### src/logic/mdu_pkg.sv
/*
  Package for the multiply/divide unit: register indices, field positions,
  sequence states and calculation times.
  Assumes a 125 MHz pclk and APB with 32-bit data, one register per word.
*/
package mdu_pkg;

  // ***************************************
  // register map
  // ***************************************
  localparam logic [11:0] MDU_ADDR_DATA0 = 12'h000;
  localparam logic [11:0] MDU_ADDR_STATUS = 12'h018;
  localparam int MDU_NUM_DATA = 6;
  localparam int MDU_IDX_W = 3;
  localparam int MDU_ERR_BIT = 7;
  localparam int MDU_OVF_BIT = 6;
  localparam logic [7:0] MDU_STATUS_RESET = 8'h00;

  // ***************************************
  // calculation times in system clock periods
  // ***************************************
  localparam int MDU_CYC_DIV32 = 17;
  localparam int MDU_CYC_DIV16 = 9;
  localparam int MDU_CYC_MUL = 11;
  localparam int MDU_CNT_W = 5;
  localparam logic [15:0] MDU_PROD_MAX = 16'hFFFF;

  // ***************************************
  // write sequence tracker
  // ***************************************
  typedef enum logic [3:0] {
    SEQ_IDLE = 4'h0,
    SEQ_W0 = 4'h1,
    SEQ_W01 = 4'h3,
    SEQ_W012 = 4'h2,
    SEQ_W0123 = 4'h6,
    SEQ_W01234 = 4'h7,
    SEQ_W014 = 4'h5,
    SEQ_W04 = 4'h4,
    SEQ_W041 = 4'hC
  } mdu_seq_t;

  typedef enum logic [1:0] {
    OP_DIV32 = 2'h0,
    OP_DIV16 = 2'h1,
    OP_MUL = 2'h3
  } mdu_op_t;

endpackage : mdu_pkg

### src/logic/mdu_unit.sv
/*
  Multiply/divide unit with APB register access.
  Assumes an APB master on pclk; operands and results share six data registers.
*/
// Local design decisions: the register addresses and the APB slave port.
`timescale 1ns/100ps
module mdu_unit (
  // clock and reset
  input wire logic pclk,
  input wire logic presetn,
  // apb slave
  input wire logic psel,
  input wire logic penable,
  input wire logic pwrite,
  input wire logic [11:0] paddr,
  input wire logic [31:0] pwdata,
  input wire logic [3:0] pstrb,
  output logic [31:0] prdata,
  output logic pready,
  output logic pslverr,
  // status
  output logic busy
);
  import mdu_pkg::*;

  typedef struct packed {
    logic [MDU_NUM_DATA-1:0][7:0] data;
    mdu_seq_t seq;
    mdu_op_t op;
    logic running;
    logic [MDU_CNT_W-1:0] cnt;
    logic load;
    logic err;
    logic ovf;
    logic [31:0] prdata;
  } mdu_state_t;

  mdu_state_t st;
  mdu_state_t next_st;

  logic access;
  logic wr;
  logic rd;
  logic is_data;
  logic is_status;
  logic [MDU_IDX_W-1:0] idx;
  logic start;
  mdu_op_t start_op;
  logic [31:0] res_lo;
  logic [15:0] res_hi;
  logic calc_ovf;

  // ***************************************
  // apb decode, zero-wait answers
  // ***************************************
  assign access = psel && penable;
  assign wr = access && pwrite;
  assign rd = access && !pwrite;
  assign idx = paddr[MDU_IDX_W+1:2];
  assign is_data = (paddr[11:2] < 10'(MDU_NUM_DATA)) && (paddr[1:0] == 2'h0);
  assign is_status = (paddr == MDU_ADDR_STATUS);
  assign pready = 1'b1;
  assign pslverr = access && !is_data && !is_status;
  assign prdata = st.prdata;
  assign busy = st.running;

  // ***************************************
  // sequence tracker
  // ***************************************
  always_comb begin
    start = 1'b0;
    start_op = OP_DIV32;
    if (wr && is_data && pstrb[0] && !st.running && (idx == 3'h5)) begin
      case (st.seq)
        SEQ_W01234: begin
          start = 1'b1;
          start_op = OP_DIV32;
        end
        SEQ_W014: begin
          start = 1'b1;
          start_op = OP_DIV16;
        end
        SEQ_W041: begin
          start = 1'b1;
          start_op = OP_MUL;
        end
        default: begin
          start = 1'b0;
          start_op = OP_DIV32;
        end
      endcase
    end
  end

  mdu_calc u_calc (
    .pclk(pclk),
    .presetn(presetn),
    .start(start),
    .op(start_op),
    .opa(start_op == OP_DIV32 ? {st.data[3], st.data[2], st.data[1], st.data[0]}
                              : {16'h0000, st.data[1], st.data[0]}),
    .opb({pwdata[7:0], st.data[4]}),
    .res_lo(res_lo),
    .res_hi(res_hi),
    .ovf(calc_ovf)
  );

  // ***************************************
  // next state
  // ***************************************
  always_comb begin
    next_st = st;
    next_st.load = 1'b0;
    // register writes and sequence tracking
    if (wr && is_data && pstrb[0]) begin
      if (st.running) begin
        next_st.err = 1'b1;
      end else begin
        next_st.data[idx] = pwdata[7:0];
        case (st.seq)
          SEQ_W0: begin
            next_st.seq = (idx == 3'h1) ? SEQ_W01 : (idx == 3'h4) ? SEQ_W04 : SEQ_IDLE;
          end
          SEQ_W01: begin
            next_st.seq = (idx == 3'h2) ? SEQ_W012 : (idx == 3'h4) ? SEQ_W014 : SEQ_IDLE;
          end
          SEQ_W012: begin
            next_st.seq = (idx == 3'h3) ? SEQ_W0123 : SEQ_IDLE;
          end
          SEQ_W0123: begin
            next_st.seq = (idx == 3'h4) ? SEQ_W01234 : SEQ_IDLE;
          end
          SEQ_W04: begin
            next_st.seq = (idx == 3'h1) ? SEQ_W041 : SEQ_IDLE;
          end
          default: begin
            next_st.seq = SEQ_IDLE;
          end
        endcase
        if (idx == 3'h0) begin
          next_st.seq = SEQ_W0;
        end
        if (start) begin
          next_st.running = 1'b1;
          next_st.op = start_op;
          next_st.seq = SEQ_IDLE;
          case (start_op)
            OP_DIV32: next_st.cnt = MDU_CNT_W'(MDU_CYC_DIV32 - 1);
            OP_DIV16: next_st.cnt = MDU_CNT_W'(MDU_CYC_DIV16 - 1);
            default: next_st.cnt = MDU_CNT_W'(MDU_CYC_MUL - 1);
          endcase
        end
      end
    end
    // read side effects take place at the access edge
    if (rd && is_data && st.running) begin
      next_st.err = 1'b1;
    end
    if (rd && is_status && st.err && !st.running) begin
      next_st.err = 1'b0;
    end
    // calculation countdown
    if (st.running) begin
      if (st.cnt == '0) begin
        next_st.running = 1'b0;
        next_st.ovf = calc_ovf;
        next_st.data[0] = res_lo[7:0];
        next_st.data[1] = res_lo[15:8];
        next_st.data[2] = res_lo[23:16];
        next_st.data[3] = res_lo[31:24];
        next_st.data[4] = res_hi[7:0];
        next_st.data[5] = res_hi[15:8];
        if (st.op == OP_DIV16) begin
          next_st.data[2] = st.data[2];
          next_st.data[3] = st.data[3];
        end
        if (st.op == OP_MUL) begin
          next_st.data[4] = st.data[4];
          next_st.data[5] = st.data[5];
        end
      end else begin
        next_st.cnt = st.cnt - 1'b1;
      end
      if (access && is_data) begin
        next_st.err = 1'b1;
      end
    end
    // read data fetched at the setup edge from the state the access edge sees
    next_st.prdata = 32'h0000_0000;
    if (psel && !penable && !pwrite) begin
      if (is_data && !next_st.running) begin
        next_st.prdata = {24'h00_0000, next_st.data[idx]};
      end
      if (is_status) begin
        next_st.prdata = 32'(MDU_STATUS_RESET);
        next_st.prdata[MDU_ERR_BIT] = next_st.err;
        next_st.prdata[MDU_OVF_BIT] = next_st.ovf;
      end
    end
  end

  // ***************************************
  // state register
  // ***************************************
  always_ff @(posedge pclk or negedge presetn) begin
    if (!presetn) begin
      st <= '0;
    end else begin
      st <= next_st;
    end
  end

endmodule : mdu_unit

### src/logic/mdu_calc.sv
/*
  Arithmetic core: computes results from the operands presented at start and registers them.
  Assumes operands are held stable while start is high for one cycle.
*/
`timescale 1ns/100ps
module mdu_calc (
  // clock and reset
  input wire logic pclk,
  input wire logic presetn,
  // request
  input wire logic start,
  input wire mdu_pkg::mdu_op_t op,
  input wire logic [31:0] opa,
  input wire logic [15:0] opb,
  // result
  output logic [31:0] res_lo,
  output logic [15:0] res_hi,
  output logic ovf
);
  import mdu_pkg::*;

  typedef struct packed {
    logic [31:0] res_lo;
    logic [15:0] res_hi;
    logic ovf;
  } mdu_calc_state_t;

  mdu_calc_state_t st;
  mdu_calc_state_t next_st;
  logic [31:0] prod;

  // ***************************************
  // result computation
  // ***************************************
  always_comb begin
    next_st = st;
    prod = opa[15:0] * opb;
    if (start) begin
      case (op)
        OP_MUL: begin
          next_st.res_lo = prod;
          next_st.res_hi = 16'h0000;
          next_st.ovf = (prod > {16'h0000, MDU_PROD_MAX});
        end
        default: begin
          if (opb == 16'h0000) begin
            next_st.res_lo = 32'h0000_0000;
            next_st.res_hi = 16'h0000;
            next_st.ovf = 1'b1;
          end else begin
            next_st.res_lo = opa / {16'h0000, opb};
            next_st.res_hi = 16'(opa % {16'h0000, opb});
            next_st.ovf = 1'b0;
          end
        end
      endcase
    end
  end

  always_ff @(posedge pclk or negedge presetn) begin
    if (!presetn) begin
      st <= '0;
    end else begin
      st <= next_st;
    end
  end

  assign res_lo = st.res_lo;
  assign res_hi = st.res_hi;
  assign ovf = st.ovf;

endmodule : mdu_calc

### config.mk
export PLATFORM = sky130hd
export DESIGN_NAME = mdu_unit
export DESIGN_NICKNAME = d
export VERILOG_FILES = /design/src/logic/mdu_pkg.sv /design/src/logic/mdu_unit.sv /design/src/logic/mdu_calc.sv
export SDC_FILE = /design/constraint.sdc
export NUM_CORES = 2
export LEC_CHECK = 0
export BUFFER_PORTS_ARGS = -buffer_cell sky130_fd_sc_hd__buf_2
export CORE_ASPECT_RATIO = 1.5
export CORE_UTILIZATION = 30
export DETAILED_ROUTE_END_ITERATION = 6
export PLACE_DENSITY_LB_ADDON = 0.25
export SLEW_MARGIN = 10
export SYNTH_ARGS = -nofsm -noshare
export SYNTH_HDL_FRONTEND = slang
export SYNTH_SLANG_ARGS = --single-unit
### constraint.sdc
create_clock -name pclk -period 125.1 [get_ports pclk]
set_input_delay 25.02 -clock pclk [delete_from_list [all_inputs] [get_ports pclk]]
set_output_delay 25.02 -clock pclk [all_outputs]
set_load 0.01 [all_outputs]
Yosys cells after proc, flatten, opt, wreduce, memory -nomap -nowiden
Index checks and enable logic that the tools add are counted.
{ "op_classes": {"addsub": 1, "mul": 1, "div": 2, "n_lt_le_gt_ge": 4, "eq_ne": 18, "shift": 0, "mux": 42, "n_bitwise": 1, "n_reduce_logical": 34} }
{ "op_table": {"columns": ["op", "count"], "rows": [
  ["60-bit two-way mux", 2],
  ["49-bit two-way mux", 2],
  ["32-bit two-way mux", 3],
  ["48-bit two-way mux", 2],
  ["48-bit bitwise mux", 1],
  ["32-bit by 16-bit divider with 32-bit output", 1],
  ["32-bit by 16-bit greater-than comparator with 1-bit output, second input constant", 1],
  ["32-bit by 16-bit remainder unit with 32-bit output", 1],
  ["16-bit by 16-bit multiplier with 32-bit output", 1],
  ["16-bit two-way mux", 2],
  ["8-bit binary-select mux with 3-bit select", 1],
  ["8-bit demux with 3-bit select", 1],
  ["8-bit two-way mux", 3],
  ["1-bit logical AND", 20],
  ["4-bit one-hot mux with 5 select lines", 1],
  ["3-bit two-way mux", 6],
  ["4-bit by 3-bit == test with 1-bit output, second input constant", 4],
  ["16-bit zero test", 1],
  ["12-bit by 5-bit == test with 1-bit output, second input constant", 1],
  ["12-bit two-way mux", 1],
  ["10-bit by 3-bit < comparator with 1-bit output, second input constant", 1],
  ["5-bit one-hot mux with 2 select lines", 1],
  ["1-bit two-way mux", 9],
  ["4-bit by 2-bit == test with 1-bit output, second input constant", 2],
  ["23 further kinds", 35]
]} }
{ "totals": {"ff_bits": 143, "latch_bits": 0, "ram_bits": 0, "romBits": 0, "input_bits": 53, "out_inout_bits": 35, "memories": 0} }

Longest topological paths before layout
{ "logic_depth": {"depth_word": 19, "depth_mapped": 489, "depth_no_buf": 449} }

By module
From an unflattened synthesis, not the netlist that was laid out.
{ "hier_totals": {"cells_unflattened": 4907, "hier_area_um2": 37767.5} }
{ "modules_own_cells": {"columns": ["module", "instances", "cells_each", "area_per_inst_um2"], "rows": [
  ["mdu_calc", 1, 4414, 33425.8],
  ["mdu_unit", 1, 493, 4341.7]
]} }

Worst setup path after synthesis
No wires, ideal clock.
{ "synth_path": {"kind": "input-to-reg", "startpoint": "input port paddr[4]", "endpoint": "register u_calc.st (netlist bit u_calc.res_hi[10])", "arrival_time_ns": 118.199, "required_ns": 124.973, "slack_ns": 6.774, "path_stages": 467, "path_buffers": 49, "cell_sequence": "buf_4 > nand3b_1 > or4_4 > buf_4 > or3_1 > clkbuf_1 > and2_1 > ha_1 > nand4_1 > o21ai_0 > o22ai_1 > ha_1 > o21a_1 > o21ai_0 > or2_1 > nand2_1 > o21ai_0 > ha_1 > (+431 left out) > a21o_1 > a21o_1 > a21o_1 > a21o_2 > a21o_1 > a21o_1 > a21o_1 > a21o_1 > o21ai_0 > nand2b_1 > a21oi_1 > o41ai_1 > a211o_1 > nor4bb_1 > o211ai_2 > buf_2 > o211ai_2 > nand3_1"} }
{ "synth_via": {"elab_chain_len": 12} }
{ "synth_rtl": {"columns": ["element", "line_no", "rtl"], "rows": [
  ["from (decl)", "mdu_unit.sv:15", "input wire logic [11:0] paddr,"],
  ["10-bit by 3-bit < comparator with 1-bit output", "mdu_unit.sv:60", "assign is_data = (paddr[11:2] < 10'(MDU_NUM_DATA)) && (paddr[1:0] == 2'h0);"],
  ["1-bit logical AND", "mdu_unit.sv:60", null],
  ["1-bit logical AND (3 in a row)", "mdu_unit.sv:73", "if (wr && is_data && pstrb[0] && !st.running && (idx == 3'h5)) begin"],
  ["1-bit logical AND *", "mdu_unit.sv:73", null],
  ["2-bit two-way mux", "mdu_unit.sv:73", null],
  ["2-bit zero test", "mdu_unit.sv:100", ".opa(start_op == OP_DIV32 ? {st.data[3], st.data[2], st.data[1], st.data[0]}"],
  ["32-bit two-way mux", "mdu_unit.sv:100", null],
  ["32-bit by 16-bit remainder unit with 32-bit output", "mdu_calc.sv:52", "next_st.res_hi = 16'(opa % {16'h0000, opb});"],
  ["49-bit two-way mux", "mdu_calc.sv:46", "if (opb == 16'h0000) begin"],
  ["49-bit two-way mux", "mdu_calc.sv:39", "case (op)"],
  ["to (signal assigned)", "mdu_calc.sv:64", "st <= next_st;"],
  ["to (decl)", "mdu_calc.sv:28", "mdu_calc_state_t st;"]
]} }
Mark *: on every way between the ends. The rest lies on a longest branch, timed or not.
A chain may end at the register's enable or synchronous reset.

Final worst setup path
{ "layout_path": {"startpoint": "input port paddr[2]", "endpoint": "register u_calc.st (netlist bit u_calc.res_hi[8])"} }
The elaborated chain is that of the path after synthesis.

==> out/qor.yml <==
muxShareOfSynthArea_pct: 5.00
drtIter0Drc: 1864
min_period_ps: 118140
ys_warn_count: 0
final_nets: 5845
fill_cells: 13100
ys.flop_type: "dfrtp_1"
path_max_fanout: 17
antenna_found_initial: 5
met1_usage_pct: 22.0
status: "complete, no violations"
use_met2_pct: 40.9
cp.required_ps: 125420
synth_top_family_by_area: "adder cells"
wirelength_mm: 136
synth_cell_types: 145
io_pins: 88
clock_latency_ps: 450
port_buffers: 35
finalSetupTns_ps: 0
skew_ps: 20.5
cp-start-kind: "input port"
maxSlewViolCount: 0
die_h_microns: 434
synth-seq-cells: 119
hold_ws_ps: 479
reg2reg_to: "u_calc.res_hi[8]"
cts_buffer_depth: 2
crit_path_frequent_cell: "o21a_1"
grt_max_degree: 68
area_delta_synth_final_pct: 12.9
cts_tree: "built"
fin_util_pct: 34.1
async_reset_ff_share_pct: 100
grtUsageMet3_pct: 1.90
max-cap-violations: 0
worst-slew-pin-transition_ps: 1180
track_usage_pct: 21.3
synth_compound_area_share_pct: 25.3
rr_startpoint: "busy"
cts.clk_slew.worst_paths_ps: 60
floorplan.rows: 158
first_pass_iters: 6
dieArea_sq_um: 126000
cp-end-kind: "flop"
floorplan.initialDensity_pct: 30.2
holdPathEnd: "st[94]"
synth_edf_count: 0
hold_depth: 2
numCtsBuffers: 17
vias_per_cell: 5.56
core_sq_um: 124000
max_stage_delay_ps: 670
die_x_microns: 290
yosys.area_share.adder_pct: 27.3
drtAntennaViolNets: 0
gp_congestion: 0.910
clock.fmax_mhz: 8.46
drive_gt1_share_pct: 14.7
synth_xor_area_share_pct: 5.45
min_period_over_period_pct: 94.4
worstHoldStart: "st[94]"
yosys.area_share.simple_pct: 22.6
synth_area_sq_um: 37400
grt_pass1_vias: 37600
grt_pass1_wl_mm: 210
synth_cells: 4860
routed-via-count: 37300
worstHoldPathType: "reg2reg"
syn_avg_cell_area_sq_um: 7.69
setup_viol: 0
ctsHtreeMaxLevel: 4
slew_headroom_pct: 21.2
cts_sinks: 119
r2r_cells: 441
ff2ff_setup_slack_ps: 31560
final_hold_viol_count: 0
cp.arrival_ps: 118460
yosysSeqAreaShare_pct: 7.97
slowest_stage: "a2111o_2"
critPathKind: "in2reg"
busiest_layer: "met2"
cts-root-buf: "clkbuf_16"
grt_overflow_total: 0
drc: 0
hpwl_mm: 108
wl_per_cell_microns: 20.3
-- what timing repair did --
action                                  CTS  global route
buffers inserted                          0             5
endpoints found under the setup margin    0            18
hold buffers                              0             0
gates resized for setup                   0            51
-- worst max path at each step --
stage | from | to | cells after the start
final | paddr[2] | u_calc.res_hi[8] | 443
after global routing | paddr[2] | u_calc.res_hi[7] | 446
after CTS | paddr[2] | u_calc.res_hi[8] | 432
after detailed placement | paddr[2] | u_calc.res_hi[8] | 432
after global placement | paddr[2] | u_calc.res_hi[2] | 434
after floorplan | paddr[4] | u_calc.res_hi[10] | 467
-- final cells by class --
| type | count | area [sq um] | area share, % |
|---|---|---|---|
| tap | 1600 | 2000 | 4.75 |
| inverter | 311 | 1170 | 2.77 |
| clock inverter | 15 | 153 | 0.362 |
| sequential | 119 | 2980 | 7.06 |
| antenna | 4 | 10.0 | 0.0237 |
| multi-input combinational | 4228 | 32300 | 76.6 |
| clock buffer | 17 | 425 | 1.01 |
| timing repair buffer | 418 | 3130 | 7.42 |
-- sequential cells by signal, indices dropped and copies added, names as in the netlist --
name,cells
busy,1
prdata,8
st,61
u_calc.ovf,1
u_calc.res_hi,16
u_calc.res_lo,32
-- routing by layer --
layer | vias to the layer above | routed length [microns]
met5 | - | 0
met4 | 0 | 9990
met3 | 344 | 5670
met2 | 950 | 71100
met1 | 18000 | 49600
li1 | 18100 | -
-- cells in the final DEF, fill, tap and decap left out, drive strengths merged, types with 53 or more instances in the layout --
cell and count:
ha 502, xnor2 136, dfrtp 119, o21ai 210, nand2b 56, nand2 579, nor3 215, and2 85
a21o 124, xor2 94, mux2i 53, inv 312, nand3 112, nand4 62, o211ai 56, nor2 401
mux2 104, a21oi 271, buf 418, fa 195, o21a 198, o31ai 127
-- stage by stage --
step | cells | worst slack [ps] | cell area, sq um
finish | 6712 | 6960 | 42200
global route | 6708 | -0.426 | 42200
CTS | 6703 | 1890 | 41900
detailed placement | 6671 | 1780 | 41400
global placement | 6671 | 2190 | 41400
floorplan | 4883 | 6770 | 37500
-- synthesized netlist by cell type (all sizes together) (14+ instances only) --
cell,number,share of area [%]
nand2,579,5.8
ha,502,17
nor2,401,4.1
inv,303,3.0
a21oi,271,3.7
nor3,215,2.9
o21ai,210,2.9
o21a,198,4.0
fa,195,10
xnor2,136,3.2
o31ai,127,2.6
clkbuf,126,1.3
a21o,124,2.5
dfrtp,119,8.0
nand3,112,1.5
mux2,104,3.2
buf,95,1.9
xor2,94,2.2
and2,85,1.4
nand4,62,1.1
nand2b,56,0.94
o211ai,56,1.3
mux2i,53,1.5
a22oi,48,1.0
a31oi,44,0.75
a211oi,43,0.90
nor2b,41,0.69
or2,41,0.69
or3,40,0.67
nor4,35,0.64
o22ai,25,0.46
and3,24,0.41
a221oi,19,0.51
o21bai,16,0.32
o31a,15,0.35
a21boi,14,0.28
-- critical path: cells and delay by family --
kind                       cells  cell delay, ps
AOI/OAI and AO/OA            266           53920
adders and majority gates     32            9670
buffers and inverters         18            2980
muxes                          9            2730
and+or+nand+nor              118           23860
-- cell families after synthesis --
logic type	count (synthesis)
flip-flops	119
XOR/XNOR	231
buffers and inverters	536
adder cells (fa/ha/maj)	697
other	2
multiplexers	163
AO/OA/AOI/OAI	1352
AND/OR/NAND/NOR	1760
Power is not shown: default switching activity piles up to over one toggle a cycle in this logic, so the estimate is an artifact.
